$ cat src/core/bcu_map.svh
// Constants for the branch control unit.
`ifndef BCU_MAP_SVH
`define BCU_MAP_SVH
`define BCU_PC_STEP 32'h0000_0004
`define BCU_FLAG_RESET 1'h0
`define BCU_LOOP_FLAG_RESET 1'h0
`define BCU_TRAP_IND_RESET 1'h0
`define BCU_PC_RESET 32'h0000_0000
`endif

$ cat src/core/bcu_pkg.sv
// Types shared by the branch control unit.
`default_nettype none
package bcu_pkg;
  typedef enum logic [2:0] {
    BCU_OP_NONE,
    BCU_OP_JUMP_ALWAYS_DELAYED,
    BCU_OP_JUMP_ON_FLAG,
    BCU_OP_JUMP_ON_FLAG_DELAYED,
    BCU_OP_COMPARE_EQUAL,
    BCU_OP_COMPARE_UNEQUAL,
    BCU_OP_LOOP_ADD
  } bcu_op_t;
endpackage
`default_nettype wire

$ cat src/core/bcu_if.sv
// Interface carrying resolved decisions from the resolver to the top.
`default_nettype none
interface bcu_dec_if;
  logic redirect;
  logic [31:0] target;
  logic delayed;
  logic annul;
  logic flag_ok;
  logic [31:0] sum;
  logic pend;
  modport res (output redirect, output target, output delayed, output annul, output flag_ok, output sum, output pend);
  modport top (input redirect, input target, input delayed, input annul, input flag_ok, input sum, input pend);
endinterface
`default_nettype wire

$ cat src/core/bcu_top.sv
// Branch control unit: resolves direct, conditional, compare and loop jumps.
`default_nettype none
`include "bcu_map.svh"
module bcu_top
  import bcu_pkg::*;
(
  // Clock and reset
  input wire logic clock_i,
  input wire logic reset_i,
  // Decoded instruction, valid for one cycle
  input wire logic instr_valid_i,
  input wire bcu_pkg::bcu_op_t op_i,
  input wire logic flag_sense_i,
  input wire logic [31:0] pc_i,
  input wire logic [31:0] offset_i,
  input wire logic [31:0] src1_i,
  input wire logic [31:0] src2_i,
  // Condition flag from the integer unit
  input wire logic condition_flag_i,
  // Trap reported on the current instruction
  input wire logic trap_i,
  // Fetch control
  output logic redirect_o,
  output logic [31:0] target_o,
  output logic annul_o,
  output logic [31:0] resume_pc_o,
  // Counter write-back
  output logic wb_valid_o,
  output logic [31:0] wb_data_o,
  // Flags
  output logic loop_condition_flag_o,
  output logic loop_trap_indicator_o
);
  import bcu_pkg::*;

  // ----------------------------------------------------------------
  // Decision
  // ----------------------------------------------------------------
  bcu_dec_if dec ();
  logic slot_r;
  logic [31:0] slot_target_r;
  logic loop_slot_r;
  logic loop_pend_r;
  logic [31:0] loop_pc_r;
  logic slot_is_instr;
  logic in_slot;
  logic is_loop;

  bcu_resolver bcu_resolver_i (
    .op_i(op_i),
    .flag_sense_i(flag_sense_i),
    .pc_i(pc_i),
    .offset_i(offset_i),
    .src1_i(src1_i),
    .src2_i(src2_i),
    .condition_flag_i(condition_flag_i),
    .loop_condition_flag_i(loop_condition_flag_o),
    .dec(dec)
  );

  // The delay slot is trusted to be no transfer, so a branch seen in it is ignored.
  assign in_slot = slot_r | loop_slot_r;
  assign slot_is_instr = instr_valid_i & in_slot;
  assign is_loop = instr_valid_i & ~in_slot & (op_i == BCU_OP_LOOP_ADD);

  // ----------------------------------------------------------------
  // Delay slot tracking
  // ----------------------------------------------------------------
  always_ff @(posedge clock_i or posedge reset_i)
  begin
    if (reset_i)
    begin
      slot_r <= 1'b0;
      slot_target_r <= `BCU_PC_RESET;
    end
    else if (slot_is_instr | trap_i)
      slot_r <= 1'b0;
    else if (instr_valid_i & dec.redirect & dec.delayed)
    begin
      slot_r <= 1'b1;
      slot_target_r <= dec.target;
    end
  end

  always_ff @(posedge clock_i or posedge reset_i)
  begin
    if (reset_i)
    begin
      loop_slot_r <= 1'b0;
      loop_pend_r <= 1'b0;
      loop_pc_r <= `BCU_PC_RESET;
    end
    else if (is_loop & ~trap_i)
    begin
      loop_slot_r <= 1'b1;
      loop_pend_r <= dec.pend;
      loop_pc_r <= pc_i;
    end
    else if (slot_is_instr | trap_i)
      loop_slot_r <= 1'b0;
  end

  // ----------------------------------------------------------------
  // Fetch redirect and annul
  // ----------------------------------------------------------------
  always_ff @(posedge clock_i or posedge reset_i)
  begin
    if (reset_i)
    begin
      redirect_o <= 1'b0;
      target_o <= `BCU_PC_RESET;
      annul_o <= 1'b0;
    end
    else
    begin
      redirect_o <= 1'b0;
      annul_o <= 1'b0;
      if (trap_i)
        redirect_o <= 1'b0;
      else if (slot_is_instr & slot_r)
      begin
        redirect_o <= 1'b1;
        target_o <= slot_target_r;
      end
      else if (instr_valid_i & ~in_slot & dec.redirect & ~dec.delayed)
      begin
        redirect_o <= 1'b1;
        target_o <= dec.target;
      end
      else if (instr_valid_i & ~in_slot & dec.annul)
        annul_o <= 1'b1;
    end
  end

  // ----------------------------------------------------------------
  // Loop flag, write-back and trap handling
  // ----------------------------------------------------------------
  always_ff @(posedge clock_i or posedge reset_i)
  begin
    if (reset_i)
      loop_condition_flag_o <= `BCU_LOOP_FLAG_RESET;
    else if (slot_is_instr & loop_slot_r & ~trap_i)
      loop_condition_flag_o <= loop_pend_r;
  end

  // Sum is marked valid only when the loop add itself does not trap, so a restart recomputes cleanly.
  always_ff @(posedge clock_i or posedge reset_i)
  begin
    if (reset_i)
    begin
      wb_valid_o <= 1'b0;
      wb_data_o <= `BCU_PC_RESET;
    end
    else
    begin
      wb_valid_o <= is_loop & ~trap_i;
      if (is_loop)
        wb_data_o <= dec.sum;
    end
  end

  always_ff @(posedge clock_i or posedge reset_i)
  begin
    if (reset_i)
      resume_pc_o <= `BCU_PC_RESET;
    else if (trap_i & (loop_slot_r | is_loop))
      resume_pc_o <= loop_slot_r ? loop_pc_r : pc_i;
    else if (trap_i & instr_valid_i)
      resume_pc_o <= pc_i;
  end

  always_ff @(posedge clock_i or posedge reset_i)
  begin
    if (reset_i)
      loop_trap_indicator_o <= `BCU_TRAP_IND_RESET;
    else if (trap_i & is_loop)
      loop_trap_indicator_o <= 1'b1;
    else if (instr_valid_i & ~trap_i)
      loop_trap_indicator_o <= 1'b0;
  end
endmodule
`default_nettype wire

$ cat src/core/bcu_resolver.sv
// Combinational branch decision for one decoded instruction.
`default_nettype none
`include "bcu_map.svh"
module bcu_resolver
  import bcu_pkg::*;
(
  // Instruction
  input wire bcu_pkg::bcu_op_t op_i,
  input wire logic flag_sense_i,
  input wire logic [31:0] pc_i,
  input wire logic [31:0] offset_i,
  input wire logic [31:0] src1_i,
  input wire logic [31:0] src2_i,
  // Flags
  input wire logic condition_flag_i,
  input wire logic loop_condition_flag_i,
  // Decision
  bcu_dec_if.res dec
);
  logic [31:0] sum_w;
  assign sum_w = src1_i + src2_i;
  // Target is own address plus four plus offset.
  assign dec.target = pc_i + `BCU_PC_STEP + offset_i;
  assign dec.flag_ok = (condition_flag_i == flag_sense_i);
  assign dec.sum = sum_w;
  assign dec.pend = ~sum_w[31];
  always_comb
  begin
    dec.redirect = 1'b0;
    dec.delayed = 1'b0;
    dec.annul = 1'b0;
    case (op_i)
      BCU_OP_JUMP_ALWAYS_DELAYED:
      begin
        dec.redirect = 1'b1;
        dec.delayed = 1'b1;
      end
      BCU_OP_JUMP_ON_FLAG: dec.redirect = dec.flag_ok;
      BCU_OP_JUMP_ON_FLAG_DELAYED:
      begin
        dec.redirect = dec.flag_ok;
        dec.delayed = dec.flag_ok;
        dec.annul = ~dec.flag_ok;
      end
      BCU_OP_COMPARE_EQUAL: dec.redirect = (src1_i == src2_i);
      BCU_OP_COMPARE_UNEQUAL: dec.redirect = (src1_i != src2_i);
      BCU_OP_LOOP_ADD:
      begin
        dec.redirect = loop_condition_flag_i;
        dec.delayed = loop_condition_flag_i;
      end
      default: dec.redirect = 1'b0;
    endcase
  end
endmodule
`default_nettype wire

$ cat config.mk
export PLATFORM = sky130hd
export DESIGN_NAME = bcu_top
export DESIGN_NICKNAME = d
export VERILOG_FILES = /design/src/core/bcu_pkg.sv /design/src/core/bcu_if.sv /design/src/core/bcu_top.sv /design/src/core/bcu_resolver.sv
export VERILOG_INCLUDE_DIRS = /design/src /design/src/core
export SDC_FILE = /design/constraint.sdc
export NUM_CORES = 1
export LEC_CHECK = 0
export BUFFER_PORTS_ARGS = -buffer_cell sky130_fd_sc_hd__buf_4
export CAP_MARGIN = 20
export CORE_AREA = 2 2 148 150
export DETAILED_ROUTE_END_ITERATION = 8
export DIE_AREA = 0 0 150 152
export GPL_TIMING_DRIVEN = 0
export PLACE_DENSITY = 0.73
export SLEW_MARGIN = 20
export SYNTH_ARGS = -nofsm -noshare
export SYNTH_HDL_FRONTEND = slang
export SYNTH_SLANG_ARGS = --single-unit
$ cat constraint.sdc
create_clock -name clock_i -period 5 [get_ports clock_i]
set_input_delay 0.75 -clock clock_i [delete_from_list [all_inputs] [get_ports clock_i]]
set_output_delay 0.75 -clock clock_i [all_outputs]
set_load 0.01 [all_outputs]
==> impl_metrics.py, run 1 <==
metrics = {
    "run_status": {
        "status": "finished, final reports clean",
    },
    "routing": {
        "routed-via-count": 9665,
        "antenna_left": 0,
        "first_pass_iters": 5,
        "wl_per_cell_um": 18.0,
        "drt_iter0_drc": 557,
        "drc": 0,
        "wl_mm": 30.9,
        "via_per_inst": 5.62,
    },
    "synth": {
        "yosys-top-cells-area": "dfrtp_1, ha_1, nand2_1, o21ai_0, a21oi_1",
        "synth_top_area_share": 0.402,
        "synth.most_common_cell": "nand2_1",
        "synth-async-reset-ratio": 1.00,
        "ys_ff_latch": 168,
        "syn_area_per_cell_um2": 8.97,
        "post_synth_and_or_nand_nor_area_fraction": 0.154,
        "yosys-top-cells-count": "nand2_1, dfrtp_1, o21ai_0",
        "synth_warnings": 0,
        "synth_top_family_by_area": "compound AO/OA/AOI/OAI gates",
        "synth.distinct_cells": 63,
        "synth_nets": 1398,
        "synth_top_area_cell": "dfrtp_1",
        "synth_fa_ha_area_frac": 0.114,
        "synth_compound_area_frac": 0.224,
        "synthCells": 1167,
        "synth_edf_count": 0,
        "synth_top_flop_cell": "dfrtp_1",
        "synthMuxAreaShare": 0.0195,
        "synth_xor_area_frac": 0.0511,
        "yosysSeqAreaShare": 0.402,
        "synth_area_um2": 10500,
    },
    "clocking": {
        "clk_latency_ps": 430,
        "clock-root-buffer": "clkbuf_16",
        "cts.htree.levels": 4,
        "cts_tree": "built",
        "cts_made_buffers": 17,
        "clk_pin_slew_ps": 70,
        "clk_path_buf_depth": 2,
        "cts_resized": 0,
        "hold_buffers": 0,
        "cts.sinks": 168,
        "cts_setup_buffers": 0,
    },
    "grt": {
        "grt.total_usage": 0.274,
        "grt_max_degree": 33,
        "grt_antenna_before_repair": 0,
        "gr-total-overflow": 0,
        "grt_pass1_wl_mm": 49.2,
        "first_global_vias": 9337,
    },
    "floorplanning": {
        "die_y_um": 152,
        "dieArea_um2": 22800,
        "core_area_um2": 21400,
        "die_x_um": 150,
        "start_util": 0.490,
        "placementRows": 54,
        "io_pins": 238,
    },
    "critical_path": {
        "critical-path-top-delay-family": "compound AO/OA/AOI/OAI gates",
        "crit_chain": "buf_4 -> ha_1 -> ha_1 -> fa_1 -> a21o_1 -> a31oi_1 -> o31ai_1 -> a21oi_2 -> o2111ai_2 -> and3b_4 -> a311oi_2 -> mux2i_1 -> o211ai_1",
        "cp_data_arrival_time_ps": 3950,
        "cp_max_fo": 5,
        "crit_path_start_kind": "primary input",
        "critical_path_class": "in -> reg",
        "max_stage_delay_ps": 460,
        "path_buf_inv": 1,
        "slowest_stage": "fa_1",
        "endpoint_kind": "flop",
        "cp_common_cell": "ha_1",
        "cp.required_ps": 5290,
    },
    "timing": {
        "period_needed_ps": 3660,
        "setup_violations": 0,
        "timing.fmax_ghz": 0.273,
        "worstMarginPinSlew_ps": 692,
        "rsz0062_at_grt": "no",
        "finalHoldViolCount": 0,
        "fin_skew_ps": 8.35,
        "setup_ws_ps": 1340,
        "whs_ps": 416,
        "fin_crit_sh": 0.731,
        "slew_headroom": 0.538,
        "finalSetupTns_ps": 0,
        "drv_slew": 0,
    },
    "job": {
        "maxCapViolCount": 0,
    },
    "cells_and_area": {
        "final_area_um2": 13300,
        "fillCellCount": 1888,
        "diodes": 0,
        "nets": 1658,
        "drive_gt1_frac": 0.210,
        "stdcell_count": 1720,
        "fin_util": 0.623,
        "area_growth_pct": 27.1,
    },
    "placement": {
        "place_area_um2": 12700,
        "dp_hpwl_mm": 24.6,
        "port-buffer-count": 236,
        "dp_cells": 1688,
        "gp_congestion": 0.941,
        "dp_slack_ps": 945,
    },
    "pwr": {
        "switching_share": 0.332,
        "power_frac_comb": 0.322,
        "power.share.sequential": 0.392,
        "power_density_nw_per_um2": 367,
        "peakVddDrop_mv": 0.203,
        "p_switching_mw": 1.62,
        "power.internal_mw": 3.26,
        "power_mw": 4.89,
        "leakagePower_nw": 6.60,
        "clkPwrFrac": 0.286,
    },
    "hold_path": {
        "hp-class": "in -> async",
    },
}
==> cell usage in the layout (no fill, tap or decap), types with 32 or more instances in the layout <==
| cell type | netlist | layout |
|---|---|---|
| a21oi_1 | 93 | 93 |
| a22o_1 | 42 | 42 |
| buf_4 | 3 | 239 |
| ha_1 | 92 | 92 |
| dfrtp_1 | 168 | 168 |
| o21ai_0 | 112 | 112 |
| nand2_1 | 220 | 220 |
| nor2_1 | 40 | 40 |
| clkbuf_1 | 52 | 52 |
| xnor2_1 | 32 | 32 |
==> worst paths after layout <==
check                               from             to  slack, ps  cells past startpoint
hold / removal                   reset_i  wb_data_o[10]        420                      2
setup / recovery                 pc_i[1]   target_o[25]       1340                     13
max in group asynchronous        reset_i   target_o[23]       3730                      4
min in group clock_i       loop_pc_r[13]  loop_pc_r[13]        480                      2
setup reg to reg             loop_slot_r  loop_pc_r[21]       2480                      9
hold reg to reg            loop_pc_r[13]  loop_pc_r[13]        480                      2
==> registers in the layout, indices dropped and copies added (netlist names) <==
register and cells:
loop_slot_r 1, redirect_o 1, wb_valid_o 1, loop_pend_r 1
loop_condition_flag_o 1, slot_target_r 32, loop_trap_indicator_o 1, annul_o 1
slot_r 1, wb_data_o 32, resume_pc_o 32, loop_pc_r 32
target_o 32
==> metal layers <==
metal	vias up	global-route usage	wire length (um)
li1	4685	-	-
met1	4541	0.353	12600
met2	401	0.464	15100
met3	38	0.0589	2480
met4	0	0.0800	697
met5	-	0	0
==> worst reg2reg max path, delay by kind of cell (launching register included) <==
kind	cells	cell delay [ps]
buffers and inverters	4	1130
DFF	1	360
and+or+nand+nor	5	970
==> area by class of cell <==
class | instances | area [um^2] | share of cell area
multi-input cells | 907 | 5890 | 0.442
flip-flops and latches | 168 | 4200 | 0.316
repair buffers | 241 | 1870 | 0.141
clock buffers | 17 | 425 | 0.0320
well taps | 280 | 350 | 0.0263
plain buffers | 63 | 265 | 0.0199
clock inverters | 15 | 189 | 0.0142
inverters | 29 | 113 | 0.00846
==> logic make-up after synthesis <==
group | count (synthesis)
multiplexers | 19
adder cells (fa/ha/maj) | 94
AND/OR/NAND/NOR | 361
flip-flops | 168
XOR/XNOR | 61
AO/OA/AOI/OAI | 372
buffers and inverters | 92
==> power by group through the flow <==
stage,combinational (mW),clock (mW),sequential (mW)
finish,1.57,1.40,1.92
global route,1.75,1.47,1.96
CTS,1.58,1.41,1.92
detailed placement,1.57,0,1.94
global placement,1.53,0,1.93
floorplan,0.802,0,2.00
Power figures use the tool's default switching activity.
==> run 2, diff against run 1 <==
==> constraint.sdc (replaced) <==
create_clock -name clock_i -period 3.3 [get_ports clock_i]
set_input_delay 0.495 -clock clock_i [delete_from_list [all_inputs] [get_ports clock_i]]
set_output_delay 0.495 -clock clock_i [all_outputs]
set_load 0.01 [all_outputs]
==> impl_metrics.py, run 2 (same netlist as run 1, synthesis figures left out) <==
metrics = {
    "cells_and_area": {
        "stdcell_count": 1721,
        "fin_util": 0.627,
        "drive_gt1_frac": 0.217,
        "area_growth_pct": 28.0,
        "diodes": 0,
        "final_cell_mix": "buf_4, nand2_1, dfrtp_1, o21ai_0, a21oi_1",
        "multi_input_area_um2": 5970,
        "seq_area_um2": 4200,
        "fillCellCount": 1876,
        "final_area_um2": 13400,
        "mostFrequentLayoutCell": "buf_4",
        "nets": 1659,
    },
    "clocking": {
        "clk_latency_ps": 430,
        "clk_pin_slew_ps": 70,
        "cts.htree.levels": 4,
        "clk_path_buf_depth": 2,
        "clock-root-buffer": "clkbuf_16",
        "hold_buffers": 0,
        "cts_tree": "built",
        "cts.sinks": 168,
        "cts_made_buffers": 17,
    },
    "routing": {
        "routed-via-count": 9682,
        "wl_mm": 31.1,
        "first_pass_iters": 5,
        "antenna_left": 0,
        "wl_per_cell_um": 18.1,
        "via_per_inst": 5.63,
        "drc": 0,
        "drt_iter0_drc": 584,
    },
    "critical_path": {
        "critical-path-top-delay-family": "compound AO/OA/AOI/OAI gates",
        "max_stage_delay_ps": 400,
        "cp_max_fo": 5,
        "rr_startpoint": "loop_slot_r",
        "cp_data_arrival_time_ps": 3420,
        "r2r_slack_ps": 750,
        "reg2reg_depth": 9,
        "critical_path_class": "in -> reg",
        "cp.required_ps": 3590,
        "r2r-end": "loop_pc_r[21]",
        "slowest_stage": "fa_2",
        "crit_path_start_kind": "primary input",
        "crit_chain": "buf_4 -> ha_1 -> ha_2 -> fa_2 -> a21o_1 -> a31oi_4 -> o31ai_2 -> a21oi_2 -> o2111ai_2 -> and3b_4 -> a311oi_4 -> mux2i_1 -> o211ai_1",
        "endpoint_kind": "flop",
        "path_buf_inv": 1,
    },
    "floorplanning": {
        "die_y_um": 152,
        "placementRows": 54,
        "die_x_um": 150,
        "dieArea_um2": 22800,
        "core_area_um2": 21400,
        "start_util": 0.490,
        "io_pins": 238,
    },
    "placement": {
        "dp_hpwl_mm": 24.6,
        "dp_slack_ps": -500,
        "gp_congestion": 0.941,
        "dp_cells": 1688,
        "place_area_um2": 12700,
        "port-buffer-count": 236,
    },
    "timing": {
        "fin_skew_ps": 5.01,
        "period_needed_ps": 3130,
        "finalHoldViolCount": 0,
        "timing.fmax_ghz": 0.320,
        "fin_crit_sh": 0.947,
        "worstMarginPinSlew_ps": 693,
        "rsz0062_at_grt": "no",
        "setup_violations": 0,
        "drv_slew": 0,
        "slew_headroom": 0.537,
        "setup_ws_ps": 175,
    },
    "grt": {
        "grt.total_usage": 0.274,
        "first_global_vias": 9348,
        "grt_pass1_wl_mm": 49.2,
        "gr-total-overflow": 0,
        "grt_antenna_before_repair": 0,
        "grt_max_degree": 33,
    },
    "pwr": {
        "leakagePower_nw": 6.61,
        "power_density_nw_per_um2": 556,
        "peakVddDrop_mv": 0.312,
    },
    "job": {
        "maxCapViolCount": 0,
    },
    "hold_path": {
        "hp-class": "in -> async",
    },
    "run_status": {
        "status": "finished, final reports clean",
    },
}
-- run 2: area by class of cell --
class | instances | area share
multi-input combinational | 907 | 0.445
clock inverter | 15 | 0.0141
clock buffer | 17 | 0.0318
sequential | 168 | 0.314
timing repair buffer | 242 | 0.140
inverter | 29 | 0.00841
tap | 280 | 0.0262
buffer | 63 | 0.0198
-- run 2: timing repair --
item,4_1_cts,5_1_grt
gates resized for setup,0,13
setup endpoints to repair,3,15
buffers inserted,1,0
pin swaps,1,6
hold endpoints to repair,0,0
-- run 2: worst reg2reg max path: stages, from the launching register on --
cell and delay, ps:
dfrtp_1 360, clkbuf_1 200, inv_1 190, nand2_1 100, nor3_1 290, nand3_1 380
inv_1 300, buf_1 450, nand2_1 110, nand2_1 90
-- run 2: worst max-delay path by stage --
stage | to | depth (start not counted) | start
finish | target_o[25] | 13 | pc_i[1]
global route | target_o[25] | 13 | pc_i[1]
CTS | target_o[25] | 13 | pc_i[1]
detailed placement | target_o[25] | 13 | pc_i[1]
global placement | target_o[25] | 13 | pc_i[1]
floorplan | target_o[25] | 12 | pc_i[1]
-- run 2: through the flow --
| stage | TNS, ps | power [mW] | hold slack, ps |
|---|---|---|---|
| 2_1_floorplan | 0 | 4.24 | 442 |
| 3_3_place_gp | -82110 | 5.24 | 454 |
| 3_5_place_dp | -6650 | 5.32 | 463 |
| 4_1_cts | 0 | 7.44 | 182 |
| 5_1_grt | 0 | 7.87 | 204 |
| 6_report | 0 | 7.44 | 162 |
-- run 2: where the power goes --
part           switching [mW]  total [mW]  internal (mW)  leakage [nW]
Sequential              0.314        2.91           2.59          2.10
Clock                   0.910        2.12           1.21         0.301
Combinational            1.26        2.41           1.16          4.21
-- run 2: metal layers --
layer | share of wire | track usage
met1 | 0.41 | 0.353
met2 | 0.49 | 0.463
met5 | 0 | 0
met4 | 0.023 | 0.0809
met3 | 0.073 | 0.0601
